File: src/include/cts_cfg.svh
// Register map, field positions, reset values and sizes of the scheduler.
`ifndef CTS_CFG_SVH
`define CTS_CFG_SVH
`define CTS_AW 12
`define CTS_OFF_MODE 12'h000
`define CTS_OFF_SETTINGS 12'h004
`define CTS_OFF_PRIORITY 12'h008
`define CTS_OFF_STATUS 12'h070
`define CTS_OFF_COMMAND 12'h074
`define CTS_OFF_RETRY 12'h078
`define CTS_SLOT_FIRST 4'h1
`define CTS_MODE_TTM 0
`define CTS_MODE_FDE 1
`define CTS_SET_RLE 0
`define CTS_SET_RTH_LO 1
`define CTS_SET_RTH_HI 4
`define CTS_SET_FOB 5
`define CTS_SET_ENA 6
`define CTS_MODE_RST 32'h0000_0000
`define CTS_SET_RST 32'h0000_0020
`define CTS_PRIO_RST 32'h0000_0000
`define CTS_CMD_EMPTY 0
`define CTS_CMD_READY 1
`define CTS_CMD_ABORT 2
`define CTS_CMD_SEL 8
`define CTS_FMT_DLC_HI 3
`define CTS_FMT_RTR 5
`define CTS_FMT_FDF 7
`define CTS_W_FMT 5'h00
`define CTS_W_TSL 5'h02
`define CTS_W_TSH 5'h03
`define CTS_W_CLASSIC_LAST 5'h05
`define CTS_WORDS 20
`define CTS_SLOTS 4
`define CTS_PRIO_W 3
`define CTS_RESP_OKAY 2'b00
`define CTS_RESP_SLVERR 2'b10
`endif

File: src/include/cts_pkg.sv
// Types shared by the transmit scheduler files.
package cts_pkg;
	typedef enum logic [6:0] {
		CTS_S_EMPTY = 7'b0000001,
		CTS_S_READY = 7'b0000010,
		CTS_S_TXING = 7'b0000100,
		CTS_S_ABTIP = 7'b0001000,
		CTS_S_OK = 7'b0010000,
		CTS_S_FAILED = 7'b0100000,
		CTS_S_ABORTED = 7'b1000000
	} cts_slot_t;
	typedef enum logic [1:0] {
		CTS_E_IDLE = 2'b01,
		CTS_E_TX = 2'b10
	} cts_eng_t;
endpackage

File: src/design/cts_slot_mem.sv
// Frame store for all transmit slots with a registered read port.
`timescale 1ns/10ps
`default_nettype none
module cts_slot_mem #(
	parameter int N = 4,
	parameter int WORDS = 20
) (
	// Clock.
	input wire logic sys_clk_i,
	// Write port.
	input wire logic we_i,
	input wire logic [$clog2(N)-1:0] w_slot_i,
	input wire logic [4:0] w_word_i,
	input wire logic [31:0] w_data_i,
	input wire logic [3:0] w_strb_i,
	// Read port.
	input wire logic [$clog2(N)-1:0] r_slot_i,
	input wire logic [4:0] r_word_i,
	input wire logic r_zero_i,
	output logic [31:0] r_data_o
);
	// Contents are never cleared, so software must fill a slot first.
	logic [31:0] mem [N*WORDS];
	always_ff @(posedge sys_clk_i) begin
		for (int b = 0; b < 4; b++) begin
			if (we_i && w_strb_i[b] && int'(w_word_i) < WORDS) begin
				mem[int'(w_slot_i)*WORDS+int'(w_word_i)][b*8+:8] <=
					w_data_i[b*8+:8];
			end
		end
	end
	always_ff @(posedge sys_clk_i) begin
		if (r_zero_i || int'(r_word_i) >= WORDS) begin
			r_data_o <= 32'h0000_0000;
		end else begin
			r_data_o <= mem[int'(r_slot_i)*WORDS+int'(r_word_i)];
		end
	end
endmodule // cts_slot_mem
`default_nettype wire

File: src/design/cts_slot_pick.sv
// Picks the ready slot of highest priority, lower index on a tie.
`timescale 1ns/10ps
`default_nettype none
module cts_slot_pick #(
	parameter int N = 4,
	parameter int PW = 3
) (
	// Candidates.
	input wire logic [N-1:0] ready_i,
	input wire logic [N*PW-1:0] prio_i,
	// Choice.
	output logic found_o,
	output logic [$clog2(N)-1:0] idx_o
);
	always_comb begin
		logic [PW-1:0] best;
		best = '0;
		found_o = 1'b0;
		idx_o = '0;
		// Walking downward with >= lets the lower index win a tie.
		for (int i = N - 1; i >= 0; i--) begin
			if (ready_i[i] && (!found_o || prio_i[i*PW+:PW] >= best)) begin
				found_o = 1'b1;
				best = prio_i[i*PW+:PW];
				idx_o = ($clog2(N))'(i);
			end
		end
	end
endmodule // cts_slot_pick
`default_nettype wire

File: src/design/cts_tx_sched.sv
// Transmit slot scheduler with AXI4-Lite register access.
//
// The AXI4-Lite register port was decided locally.
`timescale 1ns/10ps
`default_nettype none
`include "cts_cfg.svh"
// Summary of operation
// - In time-trigger mode a slot starts only once time base reaches its time.
// - The time base is an up-counting unsigned counter.
// - After the time, still wait for idle; a foreign frame makes us receiver.
// - Priority is judged before time; the higher priority slot wins.
// - While waiting, re-pick on priority change; once started, never swap.
// - FD requested with FD disabled sends classical, dropping bytes past 8.
// - Remote flag with FD format is ignored; a data frame goes out, FD only while FD is enabled.
// - With the limit off, retry until success, abort, or bus-off with fail-on-bus-off set.
// - Limit on and threshold zero gives exactly one attempt.
// - Limit on and threshold 1 to 15 gives threshold plus one attempts.
// - When all allowed attempts fail, the slot becomes transmit-failed.
// - The attempt counter clears whenever the transmitting slot changes.
// - The attempt counter clears when the slot in use becomes aborted.
// - Software reads the count of retransmissions already spent in a retry register.
// - Abort on a ready slot moves it to aborted at once.
// - Abort while sending gives abort-in-progress, then aborted, ok or failed.
// - Bus-off with fail-on-bus-off set fails every ready or busy slot.
// - Without fail-on-bus-off, bus-off acts as an error frame on the slot.
// - Ready during bus-off with fail-on-bus-off set aborts; software waits for error-active.
// - Overload frames are sent only in reaction to an overload condition.
// - Larger priority value wins; equal priority goes to the lower index.
// - After an error frame the slot returns ready for retry.
module cts_tx_sched #(
	parameter int N = `CTS_SLOTS,
	parameter int PW = `CTS_PRIO_W
) (
	// Clock and reset.
	input wire logic sys_clk_i,
	input wire logic rst_b_i,
	// AXI4-Lite write channels.
	input wire logic s_axi_awvalid,
	output logic s_axi_awready,
	input wire logic [`CTS_AW-1:0] s_axi_awaddr,
	input wire logic s_axi_wvalid,
	output logic s_axi_wready,
	input wire logic [31:0] s_axi_wdata,
	input wire logic [3:0] s_axi_wstrb,
	output logic s_axi_bvalid,
	input wire logic s_axi_bready,
	output logic [1:0] s_axi_bresp,
	// AXI4-Lite read channels.
	input wire logic s_axi_arvalid,
	output logic s_axi_arready,
	input wire logic [`CTS_AW-1:0] s_axi_araddr,
	output logic s_axi_rvalid,
	input wire logic s_axi_rready,
	output logic [31:0] s_axi_rdata,
	output logic [1:0] s_axi_rresp,
	// Protocol engine status.
	input wire logic [63:0] time_base_i,
	input wire logic bus_idle_i,
	input wire logic rx_sof_i,
	input wire logic tx_ok_i,
	input wire logic tx_err_i,
	input wire logic bus_off_i,
	input wire logic overload_cond_i,
	// Frame handed to the protocol engine.
	output logic tx_start_o,
	output logic [$clog2(N)-1:0] tx_slot_o,
	output logic tx_fd_o,
	output logic tx_rtr_o,
	output logic [3:0] tx_dlc_o,
	input wire logic [4:0] tx_rd_word_i,
	output logic [31:0] tx_word_o,
	output logic overload_o
);
	localparam int SW = $clog2(N);

	function automatic logic [31:0] merge(input logic [31:0] old,
		input logic [31:0] d, input logic [3:0] s);
		logic [31:0] r;
		r = old;
		for (int b = 0; b < 4; b++) begin
			if (s[b]) begin
				r[b*8+:8] = d[b*8+:8];
			end
		end
		return r;
	endfunction

	// A slot may be rewritten only while no transmission owns it.
	function automatic logic open_slot(input cts_pkg::cts_slot_t s);
		return s == cts_pkg::CTS_S_EMPTY || s == cts_pkg::CTS_S_OK ||
			s == cts_pkg::CTS_S_FAILED || s == cts_pkg::CTS_S_ABORTED;
	endfunction

	////////////////////////////////////////////////////////////////////////
	logic aw_h;
	logic w_h;
	logic [`CTS_AW-1:0] aw_q;
	logic [31:0] w_q;
	logic [3:0] s_q;
	logic wr_do;
	logic [31:0] mode_r;
	logic [31:0] set_r;
	logic [31:0] prio_r;
	cts_pkg::cts_slot_t st [N];
	cts_pkg::cts_eng_t eng;
	logic [SW-1:0] cur;
	logic [SW-1:0] last;
	logic last_vld;
	logic [3:0] rcnt;
	logic [31:0] tsl [N];
	logic [31:0] tsh [N];
	logic [31:0] fmt [N];
	logic rx_busy;
	logic boff_q;

	assign wr_do = aw_h && w_h && !s_axi_bvalid;
	wire [3:0] w_reg = aw_q[11:8];
	wire w_slot_hit = w_reg >= `CTS_SLOT_FIRST &&
		int'(w_reg) < int'(`CTS_SLOT_FIRST) + N;
	wire [SW-1:0] w_slot = SW'(w_reg - `CTS_SLOT_FIRST);
	wire [4:0] w_word = aw_q[6:2];
	wire w_mem = wr_do && w_slot_hit && open_slot(st[w_slot]);
	wire cmd_we = wr_do && aw_q == `CTS_OFF_COMMAND;
	wire [N-1:0] cmd_sel = cmd_we ? w_q[`CTS_CMD_SEL+:N] : '0;
	wire ttm = mode_r[`CTS_MODE_TTM];
	wire fde = mode_r[`CTS_MODE_FDE];
	wire rle = set_r[`CTS_SET_RLE];
	wire [3:0] rth = set_r[`CTS_SET_RTH_HI:`CTS_SET_RTH_LO];
	wire fob = set_r[`CTS_SET_FOB];
	wire ena = set_r[`CTS_SET_ENA];
	wire boff_ev = bus_off_i && !boff_q;
	wire in_tx = eng == cts_pkg::CTS_E_TX;
	// Bus-off without the fail option counts as one more error frame.
	wire ev_err = in_tx && (tx_err_i || (boff_ev && !fob));
	wire ev_ok = in_tx && tx_ok_i && !ev_err;
	wire lim = rle && rcnt == rth;

	////////////////////////////////////////////////////////////////////////
	always_ff @(posedge sys_clk_i or negedge rst_b_i) begin
		if (!rst_b_i) begin
			aw_h <= 1'b0;
			s_axi_awready <= 1'b1;
			aw_q <= '0;
		end else if (s_axi_awvalid && s_axi_awready) begin
			aw_h <= 1'b1;
			s_axi_awready <= 1'b0;
			aw_q <= s_axi_awaddr;
		end else if (wr_do) begin
			aw_h <= 1'b0;
			s_axi_awready <= 1'b1;
		end
	end

	always_ff @(posedge sys_clk_i or negedge rst_b_i) begin
		if (!rst_b_i) begin
			w_h <= 1'b0;
			s_axi_wready <= 1'b1;
			w_q <= '0;
			s_q <= '0;
		end else if (s_axi_wvalid && s_axi_wready) begin
			w_h <= 1'b1;
			s_axi_wready <= 1'b0;
			w_q <= s_axi_wdata;
			s_q <= s_axi_wstrb;
		end else if (wr_do) begin
			w_h <= 1'b0;
			s_axi_wready <= 1'b1;
		end
	end

	always_ff @(posedge sys_clk_i or negedge rst_b_i) begin
		if (!rst_b_i) begin
			s_axi_bvalid <= 1'b0;
			s_axi_bresp <= `CTS_RESP_OKAY;
		end else if (wr_do) begin
			s_axi_bvalid <= 1'b1;
			s_axi_bresp <= (aw_q == `CTS_OFF_MODE ||
				aw_q == `CTS_OFF_SETTINGS || aw_q == `CTS_OFF_PRIORITY ||
				aw_q == `CTS_OFF_COMMAND || w_slot_hit) ?
				`CTS_RESP_OKAY : `CTS_RESP_SLVERR;
		end else if (s_axi_bready) begin
			s_axi_bvalid <= 1'b0;
		end
	end

	always_ff @(posedge sys_clk_i or negedge rst_b_i) begin
		if (!rst_b_i) begin
			mode_r <= `CTS_MODE_RST;
			set_r <= `CTS_SET_RST;
			prio_r <= `CTS_PRIO_RST;
		end else if (wr_do) begin
			if (aw_q == `CTS_OFF_MODE) begin
				mode_r <= merge(mode_r, w_q, s_q);
			end
			if (aw_q == `CTS_OFF_SETTINGS) begin
				set_r <= merge(set_r, w_q, s_q);
			end
			if (aw_q == `CTS_OFF_PRIORITY) begin
				prio_r <= merge(prio_r, w_q, s_q);
			end
		end
	end

	// Format and time words are mirrored here so selection needs no read.
	always_ff @(posedge sys_clk_i) begin
		if (w_mem && w_word == `CTS_W_FMT) begin
			fmt[w_slot] <= merge(fmt[w_slot], w_q, s_q);
		end
		if (w_mem && w_word == `CTS_W_TSL) begin
			tsl[w_slot] <= merge(tsl[w_slot], w_q, s_q);
		end
		if (w_mem && w_word == `CTS_W_TSH) begin
			tsh[w_slot] <= merge(tsh[w_slot], w_q, s_q);
		end
	end

	////////////////////////////////////////////////////////////////////////
	logic [31:0] rd_mux;
	logic rd_hit;
	always_comb begin
		rd_mux = '0;
		rd_hit = 1'b1;
		case (s_axi_araddr)
			`CTS_OFF_MODE: rd_mux = mode_r;
			`CTS_OFF_SETTINGS: rd_mux = set_r;
			`CTS_OFF_PRIORITY: rd_mux = prio_r;
			`CTS_OFF_STATUS: begin
				for (int i = 0; i < N && i < 4; i++) begin
					rd_mux[i*8+:8] = {1'b0, st[i]};
				end
			end
			`CTS_OFF_COMMAND: rd_mux = '0;
			`CTS_OFF_RETRY: rd_mux = {28'h0000000, rcnt};
			default: rd_hit = s_axi_araddr[11:8] >= `CTS_SLOT_FIRST &&
				int'(s_axi_araddr[11:8]) < int'(`CTS_SLOT_FIRST) + N;
		endcase
	end

	always_ff @(posedge sys_clk_i or negedge rst_b_i) begin
		if (!rst_b_i) begin
			s_axi_arready <= 1'b1;
			s_axi_rvalid <= 1'b0;
			s_axi_rdata <= '0;
			s_axi_rresp <= `CTS_RESP_OKAY;
		end else if (s_axi_arvalid && s_axi_arready) begin
			s_axi_arready <= 1'b0;
			s_axi_rvalid <= 1'b1;
			s_axi_rdata <= rd_mux;
			s_axi_rresp <= rd_hit ? `CTS_RESP_OKAY : `CTS_RESP_SLVERR;
		end else if (s_axi_rvalid && s_axi_rready) begin
			s_axi_arready <= 1'b1;
			s_axi_rvalid <= 1'b0;
		end
	end

	////////////////////////////////////////////////////////////////////////
	logic [N-1:0] rdy_vec;
	logic pick_ok;
	logic [SW-1:0] pick;
	always_comb begin
		for (int i = 0; i < N; i++) begin
			rdy_vec[i] = st[i] == cts_pkg::CTS_S_READY;
		end
	end

	cts_slot_pick #(.N(N), .PW(PW)) u_pick (
		.ready_i(rdy_vec),
		.prio_i(prio_r[N*PW-1:0]),
		.found_o(pick_ok),
		.idx_o(pick)
	);

	// Only the current best slot is timed, so priority always comes first.
	wire reached = !ttm || time_base_i >= {tsh[pick], tsl[pick]};
	wire start_ok = !in_tx && ena && !bus_off_i && pick_ok && reached &&
		bus_idle_i && !rx_sof_i && !rx_busy;
	wire fd_eff = fmt[pick][`CTS_FMT_FDF] && fde;

	// A frame begun by another node keeps us receiving until idle.
	always_ff @(posedge sys_clk_i or negedge rst_b_i) begin
		if (!rst_b_i) begin
			rx_busy <= 1'b0;
			boff_q <= 1'b0;
		end else begin
			rx_busy <= rx_sof_i || (rx_busy && !bus_idle_i);
			boff_q <= bus_off_i;
		end
	end

	always_ff @(posedge sys_clk_i or negedge rst_b_i) begin
		if (!rst_b_i) begin
			eng <= cts_pkg::CTS_E_IDLE;
			cur <= '0;
			tx_start_o <= 1'b0;
			tx_slot_o <= '0;
			tx_fd_o <= 1'b0;
			tx_rtr_o <= 1'b0;
			tx_dlc_o <= '0;
		end else begin
			tx_start_o <= 1'b0;
			case (eng)
				cts_pkg::CTS_E_IDLE: begin
					if (start_ok) begin
						eng <= cts_pkg::CTS_E_TX;
						cur <= pick;
						tx_start_o <= 1'b1;
						tx_slot_o <= pick;
						tx_fd_o <= fd_eff;
						tx_rtr_o <= fmt[pick][`CTS_FMT_RTR] &&
							!fmt[pick][`CTS_FMT_FDF];
						tx_dlc_o <= fmt[pick][`CTS_FMT_DLC_HI:0];
					end
				end
				cts_pkg::CTS_E_TX: begin
					// Started frames are never swapped for a better slot.
					if (ev_ok || ev_err || boff_ev) begin
						eng <= cts_pkg::CTS_E_IDLE;
					end
				end
				default: eng <= cts_pkg::CTS_E_IDLE;
			endcase
		end
	end

	// Attempt bookkeeping; rcnt counts retransmissions already spent.
	// An abort that meets the error edge counts as an abort, unless the retry limit fails the slot.
	wire abort_now = ev_err && (st[cur] == cts_pkg::CTS_S_ABTIP ||
		(cmd_sel[cur] && w_q[`CTS_CMD_ABORT]));
	wire cur_abort = abort_now ||
		(last_vld && cmd_sel[last] && w_q[`CTS_CMD_ABORT] &&
		st[last] == cts_pkg::CTS_S_READY);
	// A finished frame leaves no spent attempts behind for the next one.
	wire frame_done = ev_ok || (ev_err && lim) || (boff_ev && fob);
	always_ff @(posedge sys_clk_i or negedge rst_b_i) begin
		if (!rst_b_i) begin
			rcnt <= '0;
			last <= '0;
			last_vld <= 1'b0;
		end else if (cur_abort) begin
			rcnt <= '0;
			last_vld <= 1'b0;
		end else if (frame_done) begin
			rcnt <= '0;
		end else if (start_ok) begin
			last <= pick;
			last_vld <= 1'b1;
			if (!last_vld || pick != last) begin
				rcnt <= '0;
			end
		end else if (ev_err && !lim && rcnt != 4'hf) begin
			rcnt <= rcnt + 4'h1;
		end
	end

	////////////////////////////////////////////////////////////////////////
	always_ff @(posedge sys_clk_i or negedge rst_b_i) begin
		if (!rst_b_i) begin
			for (int i = 0; i < N; i++) begin
				st[i] <= cts_pkg::CTS_S_EMPTY;
			end
		end else begin
			for (int i = 0; i < N; i++) begin
				if (boff_ev && fob && (st[i] == cts_pkg::CTS_S_READY ||
					st[i] == cts_pkg::CTS_S_TXING ||
					st[i] == cts_pkg::CTS_S_ABTIP)) begin
					st[i] <= cts_pkg::CTS_S_FAILED;
				end else if (in_tx && SW'(i) == cur && ev_ok) begin
					st[i] <= cts_pkg::CTS_S_OK;
				end else if (in_tx && SW'(i) == cur && ev_err) begin
					if (lim) begin
						st[i] <= cts_pkg::CTS_S_FAILED;
					end else if (abort_now) begin
						st[i] <= cts_pkg::CTS_S_ABORTED;
					end else begin
						st[i] <= cts_pkg::CTS_S_READY;
					end
				end else if (start_ok && SW'(i) == pick) begin
					// An abort in the start cycle is kept, not lost.
					st[i] <= (cmd_sel[i] && w_q[`CTS_CMD_ABORT]) ?
						cts_pkg::CTS_S_ABTIP : cts_pkg::CTS_S_TXING;
				end else if (cmd_sel[i] && w_q[`CTS_CMD_ABORT]) begin
					if (st[i] == cts_pkg::CTS_S_READY) begin
						st[i] <= cts_pkg::CTS_S_ABORTED;
					end else if (st[i] == cts_pkg::CTS_S_TXING) begin
						st[i] <= cts_pkg::CTS_S_ABTIP;
					end
				end else if (cmd_sel[i] && w_q[`CTS_CMD_READY] &&
					open_slot(st[i])) begin
					st[i] <= (bus_off_i && fob) ?
						cts_pkg::CTS_S_ABORTED : cts_pkg::CTS_S_READY;
				end else if (cmd_sel[i] && w_q[`CTS_CMD_EMPTY] &&
					open_slot(st[i]) && st[i] != cts_pkg::CTS_S_EMPTY) begin
					st[i] <= cts_pkg::CTS_S_EMPTY;
				end
			end
		end
	end

	// Overload frames only ever echo a condition seen on the bus.
	always_ff @(posedge sys_clk_i or negedge rst_b_i) begin
		if (!rst_b_i) begin
			overload_o <= 1'b0;
		end else begin
			overload_o <= overload_cond_i;
		end
	end

	// Classical frames never carry more than 8 payload bytes.
	wire drop = !tx_fd_o && tx_rd_word_i > `CTS_W_CLASSIC_LAST;
	cts_slot_mem #(.N(N), .WORDS(`CTS_WORDS)) u_mem (
		.sys_clk_i(sys_clk_i),
		.we_i(w_mem),
		.w_slot_i(w_slot),
		.w_word_i(w_word),
		.w_data_i(w_q),
		.w_strb_i(s_q),
		.r_slot_i(cur),
		.r_word_i(tx_rd_word_i),
		.r_zero_i(drop),
		.r_data_o(tx_word_o)
	);

	////////////////////////////////////////////////////////////////////////
	property p_tt_time;
		@(posedge sys_clk_i) disable iff (!rst_b_i)
		tx_start_o && $past(ttm) |->
			$past(time_base_i) >= {tsh[tx_slot_o], tsl[tx_slot_o]};
	endproperty
	a_tt_time: assert property (p_tt_time) else $error("early tt start");

	property p_idle;
		@(posedge sys_clk_i) disable iff (!rst_b_i)
		tx_start_o |-> $past(bus_idle_i) && !$past(rx_sof_i);
	endproperty
	a_idle: assert property (p_idle) else $error("start without idle");

	property p_fd;
		@(posedge sys_clk_i) disable iff (!rst_b_i)
		tx_start_o && !fde |-> !tx_fd_o;
	endproperty
	a_fd: assert property (p_fd) else $error("fd sent while disabled");

	property p_rtr;
		@(posedge sys_clk_i) disable iff (!rst_b_i)
		tx_start_o && fmt[tx_slot_o][`CTS_FMT_FDF] |-> !tx_rtr_o;
	endproperty
	a_rtr: assert property (p_rtr) else $error("remote fd frame");

	property p_fail;
		@(posedge sys_clk_i) disable iff (!rst_b_i)
		in_tx && tx_err_i && !boff_ev && rle && rcnt == rth |=>
			st[$past(cur)] == cts_pkg::CTS_S_FAILED;
	endproperty
	a_fail: assert property (p_fail) else $error("limit not failed");

	property p_cnt;
		@(posedge sys_clk_i) disable iff (!rst_b_i)
		ev_err && !lim && !cur_abort && !(boff_ev && fob) &&
			rcnt != 4'hf |=> rcnt == $past(rcnt) + 4'h1;
	endproperty
	a_cnt: assert property (p_cnt) else $error("retry count slip");

	property p_boff;
		@(posedge sys_clk_i) disable iff (!rst_b_i)
		boff_ev && fob |=> rdy_vec == '0 && !in_tx;
	endproperty
	a_boff: assert property (p_boff) else $error("bus-off kept slot");

	property p_ovl;
		@(posedge sys_clk_i) disable iff (!rst_b_i)
		overload_o |-> $past(overload_cond_i);
	endproperty
	a_ovl: assert property (p_ovl) else $error("own overload");
endmodule // cts_tx_sched
`default_nettype wire

File: config.mk
export PLATFORM = sky130hd
export DESIGN_NAME = cts_tx_sched
export DESIGN_NICKNAME = d
export VERILOG_FILES = /design/src/include/cts_pkg.sv /design/src/design/cts_slot_mem.sv /design/src/design/cts_slot_pick.sv /design/src/design/cts_tx_sched.sv
export VERILOG_INCLUDE_DIRS = /design/src /design/src/include
export SDC_FILE = /design/constraint.sdc
export NUM_CORES = 2
export LEC_CHECK = 0
export BUFFER_PORTS_ARGS = -buffer_cell sky130_fd_sc_hd__buf_2
export CAP_MARGIN = 20
export CORE_UTILIZATION = 35
export CTS_CLUSTER_SIZE = 30
export DETAILED_ROUTE_END_ITERATION = 12
export HOLD_SLACK_MARGIN = 0.08
export PLACE_DENSITY = 0.55
export SYNTH_ARGS = -nofsm -noshare
export SYNTH_HDL_FRONTEND = slang
export SYNTH_HIERARCHICAL = 1
export SYNTH_SLANG_ARGS = --single-unit
export TNS_END_PERCENT = 10
File: constraint.sdc
create_clock -name sys_clk_i -period 25.2 [get_ports sys_clk_i]
set_input_delay 5.04 -clock sys_clk_i [delete_from_list [all_inputs] [get_ports sys_clk_i]]
set_output_delay 5.04 -clock sys_clk_i [all_outputs]
set_load 0.01 [all_outputs]
# Yosys cells after proc, flatten, opt, wreduce, memory -nomap -nowiden

Memories as Yosys holds them, arrays and structs flattened. A register that Yosys moved wholly into a read port is not among the register bits.
Cells that the tools add are included.
W data, S select, Z words.

Register bits: 236
Bits in writable memories: 2,944
Bits of input ports: 142
Output and inout port bits: 83
Logic and storage cells: 489
Memories: 4

Add/subtract/negate cells: 4
Multipliers: 2
Order comparisons: 16
Eq/ne operators: 79
Mux-type cells: 135
Bitwise gates (word level): 5
Reductions and logical operators: 203

Memory list:

| memory    | words | bits a word | rd ports | clocked after memory_dff | wr ports | RTL line            | text |
|---|---|---|---|---|---|---|---|
| u_mem.mem | 80    | 32          | 1        | 1                        | 1        | cts_slot_mem.sv:23  | `logic [31:0] mem [N*WORDS];` |
| fmt       | 4     | 32          | 1        | 0                        | 1        | cts_tx_sched.sv:112 | `logic [31:0] fmt [N];` |
| tsh       | 4     | 32          | 1        | 0                        | 1        | cts_tx_sched.sv:111 | `logic [31:0] tsh [N];` |
| tsl       | 4     | 32          | 1        | 0                        | 1        | cts_tx_sched.sv:110 | `logic [31:0] tsl [N];` |

Operators by type and width:

| kind                  | number |
|---|---|
| $mux W7               | 45 |
| $mux W8               | 24 |
| $pmux W32 S5          | 1 |
| $logic_and A1 B1 Y1   | 96 |
| $ge A64 B64 Y1        | 1 |
| $eq A12 B7 Y1 const B | 4 |
| $bmux W7 S2           | 3 |
| $logic_or A1 B1 Y1    | 41 |
| $mux W4               | 10 |
| $reduce_and A2 Y1     | 20 |
| $reduce_and A3 Y1     | 13 |
| $mux W1               | 38 |
| $eq A7 B1 Y1 const B  | 5 |
| $eq A7 B2 Y1 const B  | 5 |
| $eq A7 B4 Y1 const B  | 5 |
| $eq A7 B5 Y1 const B  | 5 |
| $eq A7 B6 Y1 const B  | 5 |
| $eq A7 B7 Y1 const B  | 5 |
| $eq A7 B3 Y1 const B  | 4 |
| $ne A2 B2 Y1 const B  | 14 |
| $ne A7 B1 Y1 const B  | 4 |
| $reduce_bool A7 Y1    | 4 |
| $eq A12 B3 Y1 const B | 2 |
| $eq A12 B4 Y1 const B | 2 |
| 37 further kinds      | 88 |

# Depth between registers and ports, before layout

An unclocked memory read counts as a cell.

Word-level depth: 26
Gate-level depth with buffers: 35

# Modules after synthesis

Netlist, hierarchy kept.

By module, submodules not included:

| module        | instances | cells each | area an instance (µm²) | seq. area each (µm²) |
|---|---|---|---|---|
| cts_slot_mem  | 1         | 4,531      | 99,476.7               | 77,514.3 |
| cts_tx_sched  | 1         | 1,600      | 23,276.1               | 14,274.9 |
| cts_slot_pick | 1         | 53         | 395.4                  | 0.0 |

# Least setup slack after synthesis

Ideal clock, no wire load.

Path type: reg-to-reg
Start point: reg st[5] (netlist bit)
End point: reg cur[0]
Library setup time: 125 ps
Arrival: 7,881 ps
Data required time: 25,075 ps
Path slack: 17,193 ps
Cell stages (with the launch flop): 36
Period minus slack after synthesis: 8,007 ps
Cells stage by stage: dfrtp_1 > clkbuf_2 > nor4_2 > nand3_1 > inv_1 > nand2_1 > ha_1 > nand2_1 > o211a_1 > o21ai_0 > o31ai_1 > ha_1 > nand2b_1 > a2111o_1 > a32oi_1 > a22oi_1 > ha_1 > nand2b_1 > a21o_1 > a21o_1 > a22oi_1 > clkbuf_1 > buf_2 > buf_1 > mux4_2 > inv_1 > ha_1 > nand4_1 > or3_1 > o32a_2 > o211ai_2 > a211oi_4 > nand2_4 > and3b_4 > buf_6 > mux2_4

Word-level cells in the longest chain between the ends: 22
Elaborated cells on any way between the ends: 34
Classes of those cells: order compare (4); eq/ne (1); mux (11); reduce/logical (16); memory (2)

RTL lines:

| item                                             | RTL line            | text |
|---|---|---|
| from (decl)                                      | cts_tx_sched.sv:104 | `cts_pkg::cts_slot_t st [N];` |
| from (signal, indexed assignment)                | cts_tx_sched.sv:359 | `st[i] <= cts_pkg::CTS_S_EMPTY;` |
| from (signal, indexed assignment)                | cts_tx_sched.sv:366 | `st[i] <= cts_pkg::CTS_S_FAILED;` |
| from (signal, indexed assignment)                | cts_tx_sched.sv:368 | `st[i] <= cts_pkg::CTS_S_OK;` |
| $eq A7 B2 Y1 *                                   | cts_tx_sched.sv:262 | `rdy_vec[i] = st[i] == cts_pkg::CTS_S_READY;` |
| named net rdy_vec[3]                             | cts_tx_sched.sv:257 | `logic [N-1:0] rdy_vec;` |
| $mux W3 or $mux W1 (tied branches)               | cts_slot_pick.sv:22 | `if (ready_i[i] && (!found_o \|\| prio_i[i*PW+:PW] >= best)) begin` |
| $ge A3 B3 Y1 or $logic_not A1 Y1 (tied branches) | cts_slot_pick.sv:22 |  |
| $logic_or A1 B1 Y1                               | cts_slot_pick.sv:22 |  |
| $logic_and A1 B1 Y1                              | cts_slot_pick.sv:22 |  |
| $mux W3 or $mux W1 (tied branches)               | cts_slot_pick.sv:22 |  |
| $ge A3 B3 Y1 or $logic_not A1 Y1 (tied branches) | cts_slot_pick.sv:22 |  |
| (+6 left out)                                    | n/a                 |  |
| $mux W2 *                                        | cts_slot_pick.sv:22 |  |
| named net pick[0]                                | cts_tx_sched.sv:259 | `logic [SW-1:0] pick;` |
| $mem_v2 Z4 W32, on equally long branches         | n/a                 |  |
| $ge A64 B64 Y1                                   | cts_tx_sched.sv:274 | `wire reached = !ttm \|\| time_base_i >= {tsh[pick], tsl[pick]};` |
| $logic_or A1 B1 Y1                               | cts_tx_sched.sv:274 |  |
| $logic_and A1 B1 Y1 (2 in series)                | cts_tx_sched.sv:275 | `wire start_ok = !in_tx && ena && !bus_off_i && pick_ok && reached &&` |
| $logic_and A1 B1 Y1 (2 in series)                | cts_tx_sched.sv:276 | `bus_idle_i && !rx_sof_i && !rx_busy;` |
| $reduce_and A2 Y1 (no source line)               | n/a                 |  |
| to (signal assigned)                             | cts_tx_sched.sv:305 | `cur <= pick;` |
| to (decl)                                        | cts_tx_sched.sv:106 | `logic [SW-1:0] cur;` |

Mark *: on every way through the listed nets, which the timed path passes. The rest lies on a longest branch.
A chain may end at the register's enable or synchronous reset.

# Worst setup path in the final report

Start point: in tx_rd_word_i[0]
End point: reg u_mem.r_data_o[30], read port of u_mem.mem

Word-level cells in the longest chain between the ends: 3
Elaborated cells on any way between the ends: 5
Classes of those cells: add/sub (1); order compare (2); reduce/logical (2)

RTL lines:

| item                                 | RTL line           | text |
|---|---|---|
| from (decl)                          | cts_tx_sched.sv:70 | `input wire logic [4:0] tx_rd_word_i,` |
| $gt A5 B3 Y1 (no source line)        | n/a                |  |
| $logic_and A1 B1 Y1 (no source line) | n/a                |  |
| $logic_or A1 B1 Y1                   | cts_slot_mem.sv:33 | `if (r_zero_i \|\| int'(r_word_i) >= WORDS) begin` |
| to (decl)                            | cts_slot_mem.sv:20 | `output logic [31:0] r_data_o` |

Parallel ways exist; a longest one is shown, timed or not.

==> impl_metrics.yaml <==
critical_path:
  crit-reg2reg-launch: "st[5]"
  critPathLaunchType: "primary input"
  path_cells: "buf_8, buf_4, buf_12, buf_4, buf_4, buf_4, mux4_2, mux4_2, nor2b_1, a211o_1, and4_1"
  cpPeakStageDelay_ns: 0.81
  reg2reg_to: "st[13]"
  cp.required_ns: 25.93
  worstRegToRegCells: 32
  cp-end-kind: "flip-flop"
  critPathMaxFanout: 95
  timing.reg2reg.setup_slack_ns: 15.55
  critical_path.most_common_cell: "sky130_fd_sc_hd__buf_4"
  cp_data_arrival_time_ns: 11.06
  critical_path_class: "primary input to flip-flop"
  critical_path.slowest_cell: "sky130_fd_sc_hd__buf_4"
clocking:
  cts_max_path_buffers: 4
  cts_htree_levels: 5
  cts.reportedPaths.clkPinSlew_ns: 0.06
  clock_latency_ns: 0.89
  tritoncts: "yes"
  cts_root_buffer: "sky130_fd_sc_hd__clkbuf_16"
  postCtsHoldBufs: 0
  cts_sinks: 3106
  postCtsSetupBuffers: 0
  cts_resized: 0
  cts_buffers: 326
place:
  port_buffers: 222
  numPlacedInstances: 10800
  gp_congestion: 0.828
  dp_hpwl_mm: 216
sta:
  min_period_ns: 10.34
  timing.max_slew.rel_slack_pct: 16.8
  rsz0062_at_grt: "no"
  setup-tns-final_ns: 0
  hold_viol: 0
  timing.final.crit_share_pct: 41.0
  worst_pin_slew_ns: 1.24
  timing.final.setup_violations: 0
  clock-skew-final_ns: 0.0980
  drv_slew: 0
  fmax_mhz: 96.8
min_path:
  worst_hold_path.endpoint: "s_axi_rdata[1]"
  timing.hold.worst.class: "flip-flop to flip-flop"
  worst_hold_stages: 1
  hp-start: "s_axi_rdata[1]"
floorplan:
  start_util_pct: 35.2
  std_cell_rows: 217
  die-area_sq_mm: 0.354
  pin_count: 225
  die_w_um: 595
  dieHeight_um: 595
  coreArea_sq_mm: 0.350
layout:
  final_net_count: 6739
  layout-drive-gt1-share_pct: 26.2
  final_cells: 11400
  synthToLayoutAreaGrowth_pct: 13.7
  filler_cell_count: 31000
  post-route-util_pct: 40.0
routing:
  antenna_violating_nets_left: 0
  drc: 0
  via_count: 63900
  final_routed_wirelength_across_all_metal_layers_mm: 346
  initialDrtViolationCount: 7189
  vias_per_cell: 5.62
  detailedRoute.firstPassIterationCount: 7
  routed_wire_per_std_cell_um: 30.5
power_and_ir_drop:
  power.ir.vdd_worst_mv: 0.183
  pwr_density_cell_mw_per_mm2: 93.6
  p_leak_nw: 45.4
  design_power_total_mw: 13.1
synth:
  synth_cell_types: 112
  post_synth_xor_area_fraction_pct: 0.183
  synth-compound-area-share_pct: 3.64
  post_synth_inst_count: 6184
  synth.ff_latch_count: 3106
  largest_family_of_logic_cells_by_synthesized_area: "multiplexers"
  dominantRegCellSynth: "sky130_fd_sc_hd__edfxtp_1"
  synth_area_per_cell_sq_um: 19.9
  synthesis.area_sq_mm: 0.123
  synth_simple_gate_area_share_pct: 3.39
  synthArstFlopShare_pct: 7.53
  synth_adder_area_share_pct: 0.896
  synth_largest_area_cell: "sky130_fd_sc_hd__edfxtp_1"
  synth_most_common_cell: "sky130_fd_sc_hd__edfxtp_1"
  synth.mux.area_fraction_pct: 15.8
  synth.yosys.seq_area_share_pct: 74.5
  synth.top_cells.by_count: "2840 x sky130_fd_sc_hd__edfxtp_1, 718 x sky130_fd_sc_hd__mux4_2, 396 x sky130_fd_sc_hd__nor2_1"
  synth_top_cells_by_area: "sky130_fd_sc_hd__edfxtp_1 69%, sky130_fd_sc_hd__mux4_2 13%, sky130_fd_sc_hd__dfrtp_1 4.6%, sky130_fd_sc_hd__mux2_2 1.5%, sky130_fd_sc_hd__nor2_1 1.2%"
  synth_edf_count: 2840
  top_cell_type_s_share_of_synthesized_area_pct: 69.3
  yosys_warnings: 6
run:
  maxCapViolations: 0
global_route:
  grt_pass1_vias: 63900
  global_route_wire_length_before_repair_mm: 489
  overflow: 0
  initial_antenna_violation_count: 42
  grt.total_usage_pct: 19.2
  grt_start_max_net_pins: 131
outcome:
  status: "complete, no violations"
worst max path at each step:
stage	cells after the start	endpoint	start
3_5_place_dp	11	u_mem/r_data_o[30]	tx_rd_word_i[0]
2_1_floorplan	35	cur[0]	st[5]
6_report	11	u_mem/r_data_o[30]	tx_rd_word_i[0]
4_1_cts	11	u_mem/r_data_o[30]	tx_rd_word_i[0]
5_1_grt	11	u_mem/r_data_o[30]	tx_rd_word_i[0]
3_3_place_gp	11	u_mem/r_data_o[30]	tx_rd_word_i[0]
kinds of logic after synthesis:
group / count (synthesis)
flip-flops: 3106
other: 1
AND/OR/NAND/NOR: 885
AO/OA/AOI/OAI: 631
multiplexers: 1019
buffers and inverters: 431
XOR/XNOR: 24
adder cells (fa/ha/maj): 87
layout by cell type (no fill, tap or decap), types with 15 or more instances in the layout:
cell	Yosys	routed
sky130_fd_sc_hd__and2_1	16	15
sky130_fd_sc_hd__a22o_1	33	33
sky130_fd_sc_hd__a21oi_1	69	69
sky130_fd_sc_hd__nor2b_1	19	15
sky130_fd_sc_hd__or4_1	18	18
sky130_fd_sc_hd__nand2_1	200	194
sky130_fd_sc_hd__a22oi_1	94	93
sky130_fd_sc_hd__nor2_1	396	389
sky130_fd_sc_hd__dfrtp_1	225	193
sky130_fd_sc_hd__buf_4	39	101
sky130_fd_sc_hd__clkbuf_1	172	89
sky130_fd_sc_hd__a221oi_1	71	71
sky130_fd_sc_hd__o21ai_0	114	114
sky130_fd_sc_hd__clkinv_2	0	46
sky130_fd_sc_hd__mux4_2	718	718
sky130_fd_sc_hd__nand2b_1	18	17
sky130_fd_sc_hd__nand4_1	20	20
sky130_fd_sc_hd__buf_2	99	219
sky130_fd_sc_hd__edfxtp_1	2840	2840
sky130_fd_sc_hd__a21o_1	20	20
sky130_fd_sc_hd__clkinv_1	0	54
sky130_fd_sc_hd__ha_1	85	84
sky130_fd_sc_hd__nor3_1	23	22
sky130_fd_sc_hd__mux2i_1	126	124
sky130_fd_sc_hd__dfxtp_1	32	32
sky130_fd_sc_hd__o22ai_1	91	91
sky130_fd_sc_hd__clkbuf_16	0	331
sky130_fd_sc_hd__and3_1	49	49
sky130_fd_sc_hd__a31oi_1	18	18
sky130_fd_sc_hd__dfrtp_4	0	32
sky130_fd_sc_hd__nand3_1	52	48
sky130_fd_sc_hd__a211oi_1	15	15
sky130_fd_sc_hd__mux2_2	165	165
sky130_fd_sc_hd__inv_1	91	91
sky130_fd_sc_hd__bufinv_16	0	24
area by class of cell:
| cell class | instances | area, sq um | area share [%] |
|---|---|---|---|
| Antenna cell | 14 | 35.0 | 0.0250 |
| Timing Repair Buffer | 337 | 2180 | 1.56 |
| Sequential cell | 3106 | 91900 | 65.6 |
| Clock buffer | 429 | 8740 | 6.24 |
| Tap cell | 4599 | 5750 | 4.11 |
| Multi-Input combinational cell | 2648 | 29600 | 21.1 |
| Clock inverter | 149 | 1460 | 1.04 |
| Inverter | 91 | 342 | 0.244 |
flip-flops by register name (all words and copies together) (netlist names), 2 cells and up:
name and count:
s_axi_rdata 32, aw_q 12, fmt 24, eng 2
cur 2, last 2, mode_r 32, w_q 32
set_r 32, tsl 128, tx_dlc_o 4, st 28
s_q 4, prio_r 32, tsh 128, u_mem/r_data_o 32
u_mem/mem 2560, rcnt 4
metal layers:
metal  part of all wire [%]  global-route usage [%]  up-vias
li1                       -                       -    26200
met1                     43                    28.2    34400
met2                     46                    29.9     2824
met3                    8.1                    3.41      437
met4                    2.2                    4.22       16
met5                  0.030                       0        -
critical path: cells and delay by family:
kind / cells / cell delay [ns]
buf+inv: 6 / 3.94
mux: 2 / 1.04
simple gates: 2 / 0.31
compound gates: 1 / 0.30
power breakdown:
group / internal, mW / switching [mW] / leakage, nW
Sequential: 6.43 / 0.373 / 28.8
Combinational: 0.314 / 1.33 / 11.6
Clock: 2.69 / 1.97 / 4.97
Total: 9.43 / 3.67 / 45.4
per-stage QoR:
stage / hold WS, ns / cell area [sq um] / setup slack (ns)
floorplan: 0.474 / 123000 / 17.19
global placement: 0.466 / 130000 / 13.76
detailed placement: 0.461 / 130000 / 13.71
CTS: 0.485 / 140000 / 14.62
global route: 0.499 / 140000 / 14.30
finish: 0.483 / 140000 / 14.86
No activity file was read; power rests on OpenSTA's default activity.
